==> config.mk <==
export PLATFORM = sky130hd
export DESIGN_NAME = wwd_top
export DESIGN_NICKNAME = d
export VERILOG_FILES = /design/src/include/wwd_pkg.sv /design/src/include/wwd_cm_if.sv /design/src/hdl/wwd_clk_mon.sv /design/src/hdl/wwd_top.sv
export SDC_FILE = /design/constraint.sdc
export NUM_CORES = 1
export LEC_CHECK = 0
export ABC_AREA = 1
export BUFFER_PORTS_ARGS = -buffer_cell sky130_fd_sc_hd__buf_2
export CORE_ASPECT_RATIO = 0.75
export CORE_MARGIN = 5
export CORE_UTILIZATION = 48
export CTS_CLUSTER_SIZE = 40
export DETAILED_ROUTE_END_ITERATION = 6
export GPL_TIMING_DRIVEN = 0
export MAX_ROUTING_LAYER = met4
export PLACE_DENSITY = 0.68
export SLEW_MARGIN = 0
export SYNTH_ARGS = -nofsm -noshare
export SYNTH_HDL_FRONTEND = slang
export SYNTH_HIERARCHICAL = 1
export SYNTH_SLANG_ARGS = --single-unit
==> constraint.sdc <==
create_clock -name clk_i -period 1.9 [get_ports clk_i]
set_input_delay 0 -clock clk_i [delete_from_list [all_inputs] [get_ports clk_i]]
set_output_delay 0 -clock clk_i [all_outputs]
set_load 0.02 [all_outputs]
==> src/include/wwd_pkg.sv <==
// Shared constants and types for the window supervisor with clock monitor.
// Assumes a 200 MHz system clock and an instruction cycle derived from the CKI pin.
package wwd_pkg;
    localparam int CLK_FREQ_HZ = 200_000_000;
    // CKI rising edges per instruction cycle
    localparam int CKI_PER_TC = 10;

    // Service register field layout
    localparam int SVR_WIN_HI = 7;
    localparam int SVR_WIN_LO = 6;
    localparam int SVR_KEY_HI = 5;
    localparam int SVR_KEY_LO = 1;
    localparam int SVR_CM_BIT = 0;
    localparam logic [4:0] SVR_KEY = 5'h0C;
    localparam logic [4:0] SVR_KEY_READ = 5'h00;
    localparam logic [1:0] SVR_WIN_RST = 2'h3;
    localparam logic SVR_CM_RST = 1'b1;

    // Window limits in instruction cycles
    localparam int WIN_W = 17;
    localparam logic [16:0] WIN_LOWER = 17'h0_0800;
    localparam logic [16:0] WIN_UPPER_MIN = 17'h0_2000;

    // Fault pin held this many instruction cycles after it is seen low
    localparam int FAULT_HOLD_TC = 16;
    localparam int HOLD_W = 5;

    // Clock monitor: reject when no instruction cycle arrives within this time
    localparam int CM_TIMEOUT_US = 1000;
    localparam int CM_TIMEOUT_CYC = (CLK_FREQ_HZ / 1_000_000) * CM_TIMEOUT_US;

    typedef enum logic [1:0] {
        WWD_RUN = 2'b00,
        WWD_DRIVE = 2'b01,
        WWD_HOLD = 2'b10,
        WWD_RELEASE = 2'b11
    } wwd_fault_st_t;
endpackage

==> src/include/wwd_cm_if.sv <==
// Link between the supervisor core and its clock monitor.
// Both ends run on the same system clock.
`timescale 1ns/10ps
interface wwd_cm_if;
    logic tc_tick;
    logic enable;
    logic err;
    modport mon (input tc_tick, input enable, output err);
    modport ctl (output tc_tick, output enable, input err);
endinterface

==> src/hdl/wwd_clk_mon.sv <==
// Clock monitor: flags a missing or too slow instruction cycle clock.
// Assumes tc_tick is a one-cycle pulse per instruction cycle on clk_i.
`timescale 1ns/10ps
module wwd_clk_mon #(
    parameter int TIMEOUT_CYC = wwd_pkg::CM_TIMEOUT_CYC
) (
    input wire logic clk_i,
    input wire logic rst_n_i,
    wwd_cm_if.mon cm
);
    localparam int GAP_W = $clog2(TIMEOUT_CYC + 1);

    if (TIMEOUT_CYC < 2) begin : g_chk
        $error("wwd_clk_mon: TIMEOUT_CYC must be at least 2");
    end

    logic [GAP_W-1:0] gap_ff;
    logic [GAP_W-1:0] nxt_gap_ff;
    logic err_ff;
    logic nxt_err_ff;

    // A 1 ms limit sits between the never-reject and always-reject rates
    always_comb begin
        nxt_gap_ff = gap_ff;
        nxt_err_ff = err_ff;
        if (!cm.enable) begin
            nxt_gap_ff = '0;
            nxt_err_ff = 1'b0;
        end else if (cm.tc_tick) begin
            nxt_gap_ff = '0;
            nxt_err_ff = 1'b0;
        end else if (gap_ff == GAP_W'(TIMEOUT_CYC - 1)) begin
            nxt_err_ff = 1'b1;
        end else begin
            nxt_gap_ff = gap_ff + GAP_W'(1);
        end
    end

    always_ff @(posedge clk_i or negedge rst_n_i) begin
        if (!rst_n_i) begin
            gap_ff <= '0;
            err_ff <= 1'b0;
        end else begin
            gap_ff <= nxt_gap_ff;
            err_ff <= nxt_err_ff;
        end
    end

    assign cm.err = err_ff;
endmodule

==> src/hdl/wwd_top.sv <==
// Window supervisor with clock monitor and open-drain fault pin.
// Assumes CKI arrives as a raw pin, halt/idle come from the CPU on clk_i,
// and the fault pin has an outside pull-up.
`timescale 1ns/10ps
module wwd_top #(
    parameter int CKI_PER_TC = wwd_pkg::CKI_PER_TC,
    parameter int CM_TIMEOUT_CYC = wwd_pkg::CM_TIMEOUT_CYC
) (
    input wire logic clk_i,
    input wire logic rst_n_i,
    input wire logic cki_i,
    input wire logic svr_wr_i,
    input wire logic [7:0] svr_wdata_i,
    output logic [7:0] svr_rdata_o,
    input wire logic halt_i,
    input wire logic idle_i,
    input wire logic rc_osc_option_i,
    input wire logic restart_delay_select_i,
    input wire logic fault_pin_i,
    output logic fault_pin_o,
    output logic fault_pin_oe_o
);
    localparam int DIV_W = $clog2(CKI_PER_TC + 1);

    if (CKI_PER_TC < 1) begin : g_chk
        $error("wwd_top: CKI_PER_TC must be at least 1");
    end

    wwd_cm_if cm_if ();

    // Pin synchronisers
    logic cki_s1_ff;
    logic cki_s2_ff;
    logic cki_s3_ff;
    logic pin_s1_ff;
    logic pin_s2_ff;

    always_ff @(posedge clk_i or negedge rst_n_i) begin
        if (!rst_n_i) begin
            cki_s1_ff <= 1'b0;
            cki_s2_ff <= 1'b0;
            cki_s3_ff <= 1'b0;
            pin_s1_ff <= 1'b1;
            pin_s2_ff <= 1'b1;
        end else begin
            cki_s1_ff <= cki_i;
            cki_s2_ff <= cki_s1_ff;
            cki_s3_ff <= cki_s2_ff;
            pin_s1_ff <= fault_pin_i;
            pin_s2_ff <= pin_s1_ff;
        end
    end

    // Instruction cycle enable from CKI edges; stops when CKI stops
    logic [DIV_W-1:0] div_ff;
    logic [DIV_W-1:0] nxt_div_ff;
    logic tick_ff;
    logic nxt_tick_ff;

    always_comb begin
        nxt_div_ff = div_ff;
        nxt_tick_ff = 1'b0;
        if (cki_s2_ff && !cki_s3_ff) begin
            if (div_ff == DIV_W'(CKI_PER_TC - 1)) begin
                nxt_div_ff = '0;
                nxt_tick_ff = 1'b1;
            end else begin
                nxt_div_ff = div_ff + DIV_W'(1);
            end
        end
    end

    always_ff @(posedge clk_i or negedge rst_n_i) begin
        if (!rst_n_i) begin
            div_ff <= '0;
            tick_ff <= 1'b0;
        end else begin
            div_ff <= nxt_div_ff;
            tick_ff <= nxt_tick_ff;
        end
    end

    // Supervisor state
    logic cfg_done_ff;
    logic nxt_cfg_done_ff;
    logic [1:0] win_sel_ff;
    logic [1:0] nxt_win_sel_ff;
    logic cm_en_ff;
    logic nxt_cm_en_ff;
    logic [wwd_pkg::WIN_W-1:0] cnt_ff;
    logic [wwd_pkg::WIN_W-1:0] nxt_cnt_ff;
    logic [wwd_pkg::HOLD_W-1:0] hold_ff;
    logic [wwd_pkg::HOLD_W-1:0] nxt_hold_ff;
    wwd_pkg::wwd_fault_st_t st_ff;
    wwd_pkg::wwd_fault_st_t nxt_st_ff;
    logic halt_q_ff;
    logic idle_q_ff;
    logic oe_ff;
    logic nxt_oe_ff;
    logic [7:0] rdata_ff;
    logic [7:0] nxt_rdata_ff;

    logic [4:0] wr_key;
    logic [1:0] wr_win;
    logic wr_cm;
    logic key_ok;
    logic svc_ok;
    logic cm_active;
    logic sw_err;
    logic [wwd_pkg::WIN_W-1:0] upper;

    assign cm_if.tc_tick = tick_ff;
    assign cm_if.enable = cm_en_ff;

    wwd_clk_mon #(
        .TIMEOUT_CYC(CM_TIMEOUT_CYC)
    ) u_clk_mon (
        .clk_i(clk_i),
        .rst_n_i(rst_n_i),
        .cm(cm_if.mon)
    );

    always_comb begin
        wr_key = svr_wdata_i[wwd_pkg::SVR_KEY_HI:wwd_pkg::SVR_KEY_LO];
        wr_win = svr_wdata_i[wwd_pkg::SVR_WIN_HI:wwd_pkg::SVR_WIN_LO];
        wr_cm = svr_wdata_i[wwd_pkg::SVR_CM_BIT];
        key_ok = (wr_key == wwd_pkg::SVR_KEY);
        svc_ok = key_ok && (wr_win == win_sel_ff) && (wr_cm == cm_en_ff);
        upper = wwd_pkg::WIN_UPPER_MIN << win_sel_ff;
        cm_active = cm_if.err && cm_en_ff;
        sw_err = 1'b0;

        nxt_cfg_done_ff = cfg_done_ff;
        nxt_win_sel_ff = win_sel_ff;
        nxt_cm_en_ff = cm_en_ff;
        nxt_cnt_ff = cnt_ff;

        // Window logic runs only while the pin is not driven
        if (st_ff == wwd_pkg::WWD_RUN) begin
            if (svr_wr_i) begin
                if (!cfg_done_ff) begin
                    if (key_ok) begin
                        nxt_cfg_done_ff = 1'b1;
                        nxt_win_sel_ff = wr_win;
                        nxt_cm_en_ff = wr_cm;
                        nxt_cnt_ff = '0;
                    end else begin
                        sw_err = 1'b1;
                    end
                end else if (svc_ok && cnt_ff >= wwd_pkg::WIN_LOWER) begin
                    nxt_cnt_ff = '0;
                end else begin
                    sw_err = 1'b1;
                end
            end else if (idle_q_ff && !idle_i) begin
                nxt_cnt_ff = '0;
            end else if (halt_q_ff && !halt_i) begin
                if (!rc_osc_option_i || restart_delay_select_i) begin
                    nxt_cnt_ff = '0;
                end
            end else if (tick_ff && !halt_i && !idle_i) begin
                if (cnt_ff + wwd_pkg::WIN_W'(1) == upper) begin
                    sw_err = 1'b1;
                end else begin
                    nxt_cnt_ff = cnt_ff + wwd_pkg::WIN_W'(1);
                end
            end
        end else if (st_ff == wwd_pkg::WWD_RELEASE && pin_s2_ff && !cm_active) begin
            nxt_cnt_ff = '0;
        end
    end

    // Fault pin sequencing
    always_comb begin
        nxt_st_ff = st_ff;
        nxt_hold_ff = hold_ff;
        case (st_ff)
            wwd_pkg::WWD_RUN: begin
                if (sw_err || cm_active) begin
                    nxt_st_ff = wwd_pkg::WWD_DRIVE;
                end
            end
            wwd_pkg::WWD_DRIVE: begin
                if (!pin_s2_ff) begin
                    nxt_st_ff = wwd_pkg::WWD_HOLD;
                    nxt_hold_ff = '0;
                end
            end
            wwd_pkg::WWD_HOLD: begin
                if (cm_active) begin
                    nxt_hold_ff = '0;
                end else if (tick_ff) begin
                    // One extra tick: the first may follow entry at once, short of 16 tc
                    if (hold_ff == wwd_pkg::HOLD_W'(wwd_pkg::FAULT_HOLD_TC)) begin
                        nxt_st_ff = wwd_pkg::WWD_RELEASE;
                    end else begin
                        nxt_hold_ff = hold_ff + wwd_pkg::HOLD_W'(1);
                    end
                end
            end
            wwd_pkg::WWD_RELEASE: begin
                if (cm_active) begin
                    nxt_st_ff = wwd_pkg::WWD_DRIVE;
                end else if (pin_s2_ff) begin
                    nxt_st_ff = wwd_pkg::WWD_RUN;
                end
            end
            default: begin
                nxt_st_ff = wwd_pkg::WWD_RUN;
            end
        endcase
        nxt_oe_ff = (nxt_st_ff == wwd_pkg::WWD_DRIVE) || (nxt_st_ff == wwd_pkg::WWD_HOLD);
        nxt_rdata_ff = {nxt_win_sel_ff, wwd_pkg::SVR_KEY_READ, nxt_cm_en_ff};
    end

    always_ff @(posedge clk_i or negedge rst_n_i) begin
        if (!rst_n_i) begin
            cfg_done_ff <= 1'b0;
            win_sel_ff <= wwd_pkg::SVR_WIN_RST;
            cm_en_ff <= wwd_pkg::SVR_CM_RST;
            cnt_ff <= '0;
            hold_ff <= '0;
            st_ff <= wwd_pkg::WWD_RUN;
            halt_q_ff <= 1'b0;
            idle_q_ff <= 1'b0;
            oe_ff <= 1'b0;
            rdata_ff <= {wwd_pkg::SVR_WIN_RST, wwd_pkg::SVR_KEY_READ, wwd_pkg::SVR_CM_RST};
        end else begin
            cfg_done_ff <= nxt_cfg_done_ff;
            win_sel_ff <= nxt_win_sel_ff;
            cm_en_ff <= nxt_cm_en_ff;
            cnt_ff <= nxt_cnt_ff;
            hold_ff <= nxt_hold_ff;
            st_ff <= nxt_st_ff;
            halt_q_ff <= halt_i;
            idle_q_ff <= idle_i;
            oe_ff <= nxt_oe_ff;
            rdata_ff <= nxt_rdata_ff;
        end
    end

    // Open drain: only ever drives low
    logic drive_lvl_ff;
    always_ff @(posedge clk_i or negedge rst_n_i) begin
        if (!rst_n_i) begin
            drive_lvl_ff <= 1'b0;
        end else begin
            drive_lvl_ff <= 1'b0;
        end
    end

    assign fault_pin_o = drive_lvl_ff;
    assign fault_pin_oe_o = oe_ff;
    assign svr_rdata_o = rdata_ff;
endmodule

==> results of run 1 <==
[logic make-up after synthesis]
family,share of synthesized area (%)
DFF,39.91
xor gates and xnor gates,2.219
adders and majority gates,1.656
muxes,0.5962
and+or+nand+nor,40.34
AOI/OAI and AO/OA,6.194
other,0.09928
buffers and inverters,8.976
[how the worst max path moves through the flow]
stage                                          start                endpoint  slack (ps)  cells after the start
after floorplan                cnt_ff[1]$_DFFE_PN0P_  cnt_ff[12]$_DFFE_PN0P_         -20                     15
after CTS                      cnt_ff[0]$_DFFE_PN0P_  cnt_ff[13]$_DFFE_PN0P_        -240                     15
after global routing           cnt_ff[0]$_DFFE_PN0P_   cnt_ff[6]$_DFFE_PN0P_        -360                     14
after global placement    svr_rdata_o[0]$_DFFE_PN1P_   cnt_ff[5]$_DFFE_PN0P_        -450                      8
final                          cnt_ff[1]$_DFFE_PN0P_  cnt_ff[12]$_DFFE_PN0P_        -290                     16
after detailed placement  svr_rdata_o[0]$_DFFE_PN1P_   cnt_ff[5]$_DFFE_PN0P_        -440                      8
[power breakdown]
| group | switching [mW] | internal [mW] |
|---|---|---|
| Sequential | 0.0670 | 1.38 |
| Clock | 0.516 | 0.773 |
| Combinational | 0.695 | 0.441 |
[what timing repair did]
action | 4_1_cts | 5_1_grt
buffers inserted | 13 | 6
endpoints found under the hold margin | 8 | 55
resized for setup | 13 | 39
hold buffers | 8 | 1
setup endpoints to repair | 20 | 24
pin swaps | 4 | 15
gates cloned | 0 | 1
[cell type report]
type | count | area share [%]
multi-input combinational | 387 | 44.63
clock buffer | 12 | 3.104
clock inverter | 4 | 1.552
timing repair buffer | 49 | 8.028
buffer | 12 | 2.060
inverter | 68 | 5.459
tap | 105 | 2.810
sequential | 60 | 32.35
[placed cells by master, fill, tap and decap left out, types with 5 or more instances in the layout]
cell type / netlist / routed
dfrtp_1: 55 / 51
buf_4: 8 / 24
nor3_1: 8 / 8
nor2_2: 9 / 11
dfstp_2: 5 / 5
nor2_4: 4 / 7
buf_6: 1 / 5
clkbuf_8: 0 / 10
o21ai_0: 12 / 11
buf_2: 1 / 19
nand2_1: 147 / 133
nor2_1: 66 / 61
xnor2_1: 5 / 5
nand2_4: 3 / 6
nand3_1: 44 / 42
conb_1: 1 / 6
a21oi_1: 13 / 13
dlygate4sd3_1: 0 / 9
nand2_2: 7 / 17
inv_1: 67 / 65
nand4_1: 26 / 26
[layer usage]
metal | track usage [%] | vias up
li1 | - | 1797
met1 | 27.91 | 1703
met2 | 28.93 | 138
met3 | 4.815 | 10
met4 | 5.459 | 0
met5 | - | -
[registers in the layout (all words and copies together) (netlist names), 2 cells and up]
signal	count
svr_rdata_o	2
cnt_ff	17
st_ff	2
div_ff	4
hold_ff	5
u_clk_mon/gap_ff	18
[worst reg2reg max path, stage by stage, from the launching register on]
cell	delay [ps]
dfrtp_1	400
ha_4	180
nand2_4	60
nor2_4	170
nand2_2	120
inv_2	70
nand3_2	70
nand2_2	100
nand2_1	60
nor2_2	120
nand3_2	130
o21bai_4	180
nand2_4	100
nand2_8	120
clkbuf_16	150
nand2_1	50
nand2_1	60
[metrics by stage]
stage	hold slack [ps]	setup TNS [ps]	cell area, um^2
after global placement	106.9	-6736	4030
after detailed placement	106.4	-6977	4030
after CTS	9.282	-4050	4477
final	54.28	-4687	4676
after global routing	96.21	-6496	4676
after floorplan	-295.6	-203.8	3799
==> impl_metrics.toml, run 1 <==
[floorplanning]
core-area_mm2 = 0.007777
die_y_um = 86.83
io_pins = 27
dieArea_mm2 = 0.009762
die_w_um = 112.4
start_util_pct = 48.57
std_cell_rows = 28

[clock_tree]
clk_latency_ps = 340
path_clk_slew_ps = 70
clock_path_buffers = 2
cts_tree = "yes"
h-tree-depth = 3
cts_buffers = 9
clock-sinks = 60
clockRootBuffer = "clkbuf_8"

[final_layout]
ff_latch_area_mm2 = 0.001513
instances_no_fill = 697
multi_input_area_mm2 = 0.002087
fillers = 685
layout.nets = 609
layout-drive-gt1-share_pct = 23.82
syn_to_final_growth_pct = 23.78
n_antenna_cell = 0
post-route-util_pct = 60.12

[critical_path]
path_cells = "ha_4 > nand2_4 > nor2_4 > nand2_2 > inv_2 > nand3_2 > nand2_2 > nand2_1 > nor2_2 > nand3_2 > o21bai_4 > nand2_4 > nand2_8 > clkbuf_16 > nand2_1 > nand2_1"
r2r-end = "cnt_ff[12]$_DFFE_PN0P_"
end_kind = "flip-flop"
crit_path_max_fanout = 5
crit_type = "flip-flop to flip-flop"
required_ps = 2180
crit_slowest_cell = "dfrtp_1"
r2r-start = "cnt_ff[1]$_DFFE_PN0P_"
ff2ff_path_depth = 16
worstPathArrival_ps = 2470
r2r_setup_slack_ps = -290
crit_path_frequent_cell = "nand2_1"
startpoint_type = "flip-flop"
crit_path_max_incr_delay_ps = 400
critPathBufInv = 2
crit_family = "simple AND/OR/NAND/NOR gates"

[logic_synthesis]
synth.most_common_cell = "nand2_1"
synth_area_mm2 = 0.003777
async_reset_ff_share_pct = 100.0
netlist_instances = 522
synth-seq-area-share_pct = 39.91
synthTopCellsByCount = "nand2_1, inv_1, nor2_1, dfrtp_1, nand3_1"
ys_ff_latch = 60
syn_area_per_cell_um2 = 7.236
yosys.area.top_type = "dfrtp_1"
yosys-top-cells-area = "dfrtp_1, nand2_1, inv_1, nor2_1, nand3_1"
synth-edff-count = 0
synth_flop_cell = "dfrtp_1"
ys_types = 40
synth_top_area_share_pct = 36.44
ys_warn_count = 6

[global_route]
grt_usage_pct = 19.92
grt_max_degree = 61
antenna_found_initial = 0
grt_pass1_wl_um = 15220
grt_overflow_total = 0
grt_pass1_vias = 3212

[timing]
fin_skew_ps = 7.764
hold_viol = 0
finalSetupViolCount = 19
fmax_mhz = 457.1
layout_min_cycle_time_ps = 2188
worst_pin_slew_ps = 752.2
setup_ws_ps = -287.7
rsz0062_at_grt = "true"
period_share_pct = 115.1
slew_violations = 0
relSlewSlack_pct = 49.86

[detailed_routing]
first_iter_violations = 299
wl_met1_um = 4320
wl_met2_um = 4186
top_layer = "met4"
drc = 0
vias = 3648
drt-pass1-iter-count = 5
wl_um = 9361
wl_per_cell_um = 13.43
route.met3.wl_um = 748
vias_per_cell = 5.234
ant_nets = 0

[placement]
dp_cells = 652
place_ws_ps = -442.6
dp_hpwl_um = 6453
port_buffers = 20
place_congestion = 0.9257

[pwr]
power_leakage_nw = 2.288
vdd_drop_max_uv = 691.8
design_power_total_mw = 3.869
powerDensity_mw_per_mm2 = 827.5

[hold_path]
hold_start = "svr_wr_i"
hp-class = "primary input to flip-flop"
whs_endpoint = "cfg_done_ff$_DFFE_PN0P_"
hold_path_depth = 5

[run_status]
violations = "negative setup slack"
outcome = "complete, but fails checks"

[flow_run]
max_cap_violations = 0
(Power assumes the default switching activity.)
==> run 2: changes to the inputs <==
--- a/config.mk
+++ b/config.mk
@@ -7,14 +7,16 @@
 export LEC_CHECK = 0
 export ABC_AREA = 1
 export BUFFER_PORTS_ARGS = -buffer_cell sky130_fd_sc_hd__buf_2
+export CELL_PAD_IN_SITES_DETAIL_PLACEMENT = 2
+export CELL_PAD_IN_SITES_GLOBAL_PLACEMENT = 2
 export CORE_ASPECT_RATIO = 0.75
 export CORE_MARGIN = 5
-export CORE_UTILIZATION = 48
+export CORE_UTILIZATION = 32
 export CTS_CLUSTER_SIZE = 40
 export DETAILED_ROUTE_END_ITERATION = 6
 export GPL_TIMING_DRIVEN = 0
 export MAX_ROUTING_LAYER = met4
-export PLACE_DENSITY = 0.68
+export PLACE_DENSITY_LB_ADDON = 0.1
 export SLEW_MARGIN = 0
 export SYNTH_ARGS = -nofsm -noshare
 export SYNTH_HDL_FRONTEND = slang
==> impl_metrics.toml, run 2 (synthesis gave the netlist of run 1 again) <==
[timing]
slew_violations = 0
layout_min_cycle_time_ps = 2233
worst_pin_slew_ps = 834.4
period_share_pct = 117.5
hold_viol = 0
rsz0062_at_grt = "true"
setup_ws_ps = -333.1
whs_ps = 110.9
fin_setup_tns_ps = -5749
fin_skew_ps = 4.506
fmax_mhz = 447.8
finalSetupViolCount = 19
relSlewSlack_pct = 44.38

[placement]
port_buffers = 20
place_ws_ps = -618.4
place_congestion = 0.7966
dp_hpwl_um = 8988

[critical_path]
end_kind = "flip-flop"
startpoint_type = "flip-flop"
worstPathArrival_ps = 2500
required_ps = 2170
ff2ff_path_depth = 16
crit_type = "flip-flop to flip-flop"
crit_path_max_fanout = 6

[final_layout]
layout.nets = 605
mostFrequentLayoutCell = "nand2_1"
n_antenna_cell = 0
syn_to_final_growth_pct = 27.72
largest_reg_flops = 18
regMostFlops = "u_clk_mon/gap_ff"
top_regs = "u_clk_mon/gap_ff (18), cnt_ff (17), hold_ff (5)"
post-route-util_pct = 41.70
layout-drive-gt1-share_pct = 23.47
layout_common_cells = "nand2_1, inv_1, nor2_1"

[global_route]
grt_pass1_wl_um = 21130
grt_overflow_total = 0
grt_busiest_layer = "met2"
use_met3_pct = 3.723
grt_pass1_vias = 4130
grt_max_degree = 61
antenna_found_initial = 0
grt_usage_pct = 19.48
grtUsageMet1_pct = 26.29
use_met2_pct = 30.54

[detailed_routing]
wl_um = 13120
wl_per_cell_um = 17.49
vias_per_cell = 4.956
drt-pass1-iter-count = 4
drc = 0
ant_nets = 0
vias = 3717
first_iter_violations = 121

[floorplanning]
die_w_um = 135.5
dieArea_mm2 = 0.01410
io_pins = 27
die_y_um = 104.1
core-area_mm2 = 0.01157
std_cell_rows = 34
start_util_pct = 32.64

[clock_tree]
clk_latency_ps = 330
clock-sinks = 60
cts_buffers = 9
clockRootBuffer = "clkbuf_16"
cts_tree = "yes"
h-tree-depth = 3
clock_path_buffers = 2
path_clk_slew_ps = 60

[pwr]
powerDensity_mw_per_mm2 = 900.9
design_power_total_mw = 4.347
vdd_drop_max_uv = 441.2
power_leakage_nw = 2.313

[flow_run]
max_cap_violations = 0

[hold_path]
hp-class = "primary input to flip-flop"
hold_path_depth = 5

[run_status]
violations = "negative setup slack"
outcome = "complete, but fails checks"
[run 2: cell count changes in the layout (fill, tap and decap cells not counted), moves of 5 or more]
cell       before  now
clkbuf_16       1   10
nand2_2        17   11
nand2_1       133  138
clkbuf_8       10    1
[run 2: cell type report]
class | instances | area (um^2)
timing repair buffer | 45 | 337.8
fill | 1385 | 6746
clock inverter | 6 | 63.81
inverter | 68 | 255.2
buffer | 12 | 96.34
sequential | 60 | 1511
tap | 162 | 202.7
multi-input combinational | 387 | 2118
clock buffer | 10 | 239.0
[run 2: worst max-delay path, stage by stage, from the launching register on]
cell and delay (ps):
dfrtp_1 380, ha_4 180, nand2_4 60, nor2_4 210, nand2_4 120, inv_2 70, nand3_2 60, nand2_2 130
nand2_2 80, nor2_2 90, nand3_2 130, o21bai_4 180, nand2_4 90, nand2_8 110, buf_4 130, nand2_1 60
nand2_1 60
[run 2: per-stage QoR]
step | cells | instance area (um^2)
6_report | 750 | 4825
5_1_grt | 750 | 4825
4_1_cts | 747 | 4692
3_5_place_dp | 709 | 4104
3_3_place_gp | 709 | 4101
2_1_floorplan | 527 | 3799
[run 2: path summary, 6_finish.rpt]
kind                                                         end  slack [ps]             startpoint
worst min-delay path                     cfg_done_ff$_DFFE_PN0P_         110               svr_wr_i
worst max register to register             cnt_ff[2]$_DFFE_PN0P_        -330  cnt_ff[0]$_DFFE_PN0P_
min in group asynchronous       u_clk_mon/gap_ff[14]$_DFFE_PN0P_         310                rst_n_i
worst max-delay path                       cnt_ff[2]$_DFFE_PN0P_        -330  cnt_ff[0]$_DFFE_PN0P_
max in group asynchronous                  cnt_ff[1]$_DFFE_PN0P_         990                rst_n_i
worst min register to register               pin_s2_ff$_DFF_PN1_         350    pin_s1_ff$_DFF_PN1_
[run 2: timing repair]
action / CTS / global route
hold buffers: 9 / 0
cloned: 1 / 1
setup buffers: 12 / 2
endpoints found under the hold margin: 63 / 0
endpoints found under the setup margin: 21 / 24
pin swaps: 2 / 12
resized for setup: 25 / 28
[run 2: metal layers]
layer / vias to the layer above / part of all wire (%) / routed length (um)
met4: 0 / 1.1 / 140
met2: 53 / 46 / 6014
met3: 14 / 3.3 / 430
li1: 1777 / - / -
met1: 1873 / 50 / 6531
met5: - / 0 / 0
[run 2: where the power goes]
group	internal (mW)	total [mW]	switching [mW]
logic	0.435	1.21	0.772
clock network	1.05	1.69	0.645
registers	1.38	1.45	0.0681
total	2.86	4.35	1.48
==> run 3: changes to the inputs <==
--- a/config.mk
+++ b/config.mk
@@ -7,16 +7,13 @@
 export LEC_CHECK = 0
 export ABC_AREA = 1
 export BUFFER_PORTS_ARGS = -buffer_cell sky130_fd_sc_hd__buf_2
-export CELL_PAD_IN_SITES_DETAIL_PLACEMENT = 2
-export CELL_PAD_IN_SITES_GLOBAL_PLACEMENT = 2
 export CORE_ASPECT_RATIO = 0.75
 export CORE_MARGIN = 5
-export CORE_UTILIZATION = 32
+export CORE_UTILIZATION = 48
 export CTS_CLUSTER_SIZE = 40
 export DETAILED_ROUTE_END_ITERATION = 6
-export GPL_TIMING_DRIVEN = 0
 export MAX_ROUTING_LAYER = met4
-export PLACE_DENSITY_LB_ADDON = 0.1
+export PLACE_DENSITY = 0.68
 export SLEW_MARGIN = 0
 export SYNTH_ARGS = -nofsm -noshare
 export SYNTH_HDL_FRONTEND = slang
==> impl_metrics.toml, run 3 (synthesis gave the netlist of run 1 again) <==
[run_status]
outcome = "complete, but fails checks"
violations = "negative setup slack"

[critical_path]
crit_type = "flip-flop to flip-flop"
ff2ff_path_depth = 16
startpoint_type = "flip-flop"
worstPathArrival_ps = 2350
required_ps = 2140
r2r_setup_slack_ps = -210
r2r-end = "cnt_ff[10]$_DFFE_PN0P_"
r2r-start = "cnt_ff[1]$_DFFE_PN0P_"
crit_path_max_fanout = 5
end_kind = "flip-flop"

[detailed_routing]
wl_um = 9700
drt-pass1-iter-count = 5
vias = 3736
vias_per_cell = 5.182
drc = 0
wl_per_cell_um = 13.45
first_iter_violations = 332
ant_nets = 0

[timing]
layout_min_cycle_time_ps = 2108
period_share_pct = 110.9
worst_pin_slew_ps = 492.2
finalSetupViolCount = 19
rsz0062_at_grt = "true"
relSlewSlack_pct = 66.89
hold_viol = 0
setup_ws_ps = -207.7
slew_violations = 0
fin_skew_ps = 9.241
fmax_mhz = 474.5
whs_ps = 35.31

[clock_tree]
clock_path_buffers = 2
path_clk_slew_ps = 80
h-tree-depth = 3
clk_latency_ps = 340
clockRootBuffer = "clkbuf_8"
clock-sinks = 60
cts_buffers = 9
cts_tree = "yes"

[global_route]
grt_pass1_vias = 3459
antenna_found_initial = 0
grt_max_degree = 28
grt_overflow_total = 0
grt_usage_pct = 21.67
grt_pass1_wl_um = 16550

[flow_run]
max_cap_violations = 0

[placement]
place_ws_ps = -433.1
port_buffers = 20
dpl-instance-area_mm2 = 0.004312
place_congestion = 0.8873
dp_hpwl_um = 6901

[final_layout]
mostFrequentLayoutCell = "nand2_1"
layout.nets = 632
post-route-util_pct = 62.00
layout_common_cells = "nand2_1, inv_1, nor2_1"
finalInstanceArea_mm2 = 0.004822
syn_to_final_growth_pct = 27.66
regMostFlops = "u_clk_mon/gap_ff"
layout-drive-gt1-share_pct = 27.32
top_regs = "u_clk_mon/gap_ff (18), cnt_ff (17), hold_ff (5)"
largest_reg_flops = 18
fillers = 649

[hold_path]
whs_endpoint = "cfg_done_ff$_DFFE_PN0P_"
hold_start = "svr_wr_i"
hp-class = "primary input to flip-flop"
hold_path_depth = 5

[floorplanning]
dieArea_mm2 = 0.009762
start_util_pct = 48.57
std_cell_rows = 28
die_w_um = 112.4
io_pins = 27
core-area_mm2 = 0.007777
die_y_um = 86.83

[pwr]
power_switching_mw = 1.262
p_int_mw = 2.148
sw_frac_of_total_pct = 37.02
design_power_total_mw = 3.410
power_frac_seq_pct = 42.2
powerDensity_mw_per_mm2 = 707.2
clkPwrFrac_pct = 31.5
pwr-share-comb_pct = 26.3
power_leakage_nw = 2.365
vdd_drop_max_uv = 753.7
[run 3: changes by cell type in the layout (fill, tap and decap cells not counted), sizes merged]
cell,before,now
bufinv,1,0
inv,68,71
dlygate4sd3,9,10
diode,0,1
clkinv,3,2
buf,45,73
clkbuf,13,9
nor2,80,81
[run 3: worst max path at each step]
stage	start	to	slack [ps]	cells after the start
finish	cnt_ff[1]$_DFFE_PN0P_	cnt_ff[10]$_DFFE_PN0P_	-210	16
global route	cnt_ff[3]$_DFFE_PN0P_	cnt_ff[12]$_DFFE_PN0P_	-340	14
CTS	cnt_ff[1]$_DFFE_PN0P_	cnt_ff[4]$_DFFE_PN0P_	-160	16
detailed placement	cnt_ff[1]$_DFFE_PN0P_	cnt_ff[16]$_DFFE_PN0P_	-430	13
global placement	cnt_ff[1]$_DFFE_PN0P_	cnt_ff[15]$_DFFE_PN0P_	-320	13
floorplan	cnt_ff[1]$_DFFE_PN0P_	cnt_ff[12]$_DFFE_PN0P_	-20	15
[run 3: layout make-up]
| class | count | area (um^2) | area share (%) |
|---|---|---|---|
| diodes | 1 | 2.502 | 0.05189 |
| multi-input cells | 388 | 2117 | 43.90 |
| well taps | 105 | 131.4 | 2.724 |
| inverters | 68 | 255.2 | 5.293 |
| flip-flops and latches | 60 | 1513 | 31.37 |
| clock inverters | 7 | 57.56 | 1.194 |
| repair buffers | 83 | 621.8 | 12.90 |
| clock buffers | 9 | 123.9 | 2.569 |
[run 3: per-stage QoR]
step / setup TNS, ps / instances
after floorplan: -203.8 / 527
after global placement: -4626 / 687
after detailed placement: -6228 / 687
after CTS: -2637 / 719
after global routing: -6067 / 720
final: -3496 / 721
[run 3: timing repair]
action	in CTS	in global routing
pin swaps	19	10
hold buffers	10	0
setup endpoints to repair	19	24
cloned	0	1
gates resized for setup	30	18
setup buffers	6	0
endpoints found under the hold margin	26	0
[run 3: metal layers]
layer	share of wire, %	GRT usage (%)	vias to the layer above
met4	1.9	6.114	0
li1	-	-	1839
met5	0	-	-
met2	43	31.26	153
met1	47	31.15	1720
met3	7.7	4.187	24
[run 3: critical path, cell delays in order, from the launching register on]
cell and delay [ps]:
dfrtp_1 410, ha_4 190, nand2_4 60, nor2_4 140
nand2_4 90, nor2_4 120, nand2_2 70, nand2_2 90
nand2_2 60, nand2_2 70, nand3_2 80, buf_6 130
o21bai_4 150, nand2_4 110, buf_12 150, nand3_2 50
nand2_1 50
[run 3: power by group through the flow]
| stage | clock [mW] | combinational, mW | sequential [mW] |
|---|---|---|---|
| 6_report | 1.07 | 0.895 | 1.44 |
| 3_3_place_gp | 0 | 0.772 | 1.46 |
| 4_1_cts | 1.12 | 0.858 | 1.44 |
| 2_1_floorplan | 0 | 0.560 | 1.46 |
| 5_1_grt | 1.16 | 1.01 | 1.45 |
| 3_5_place_dp | 0 | 0.793 | 1.46 |
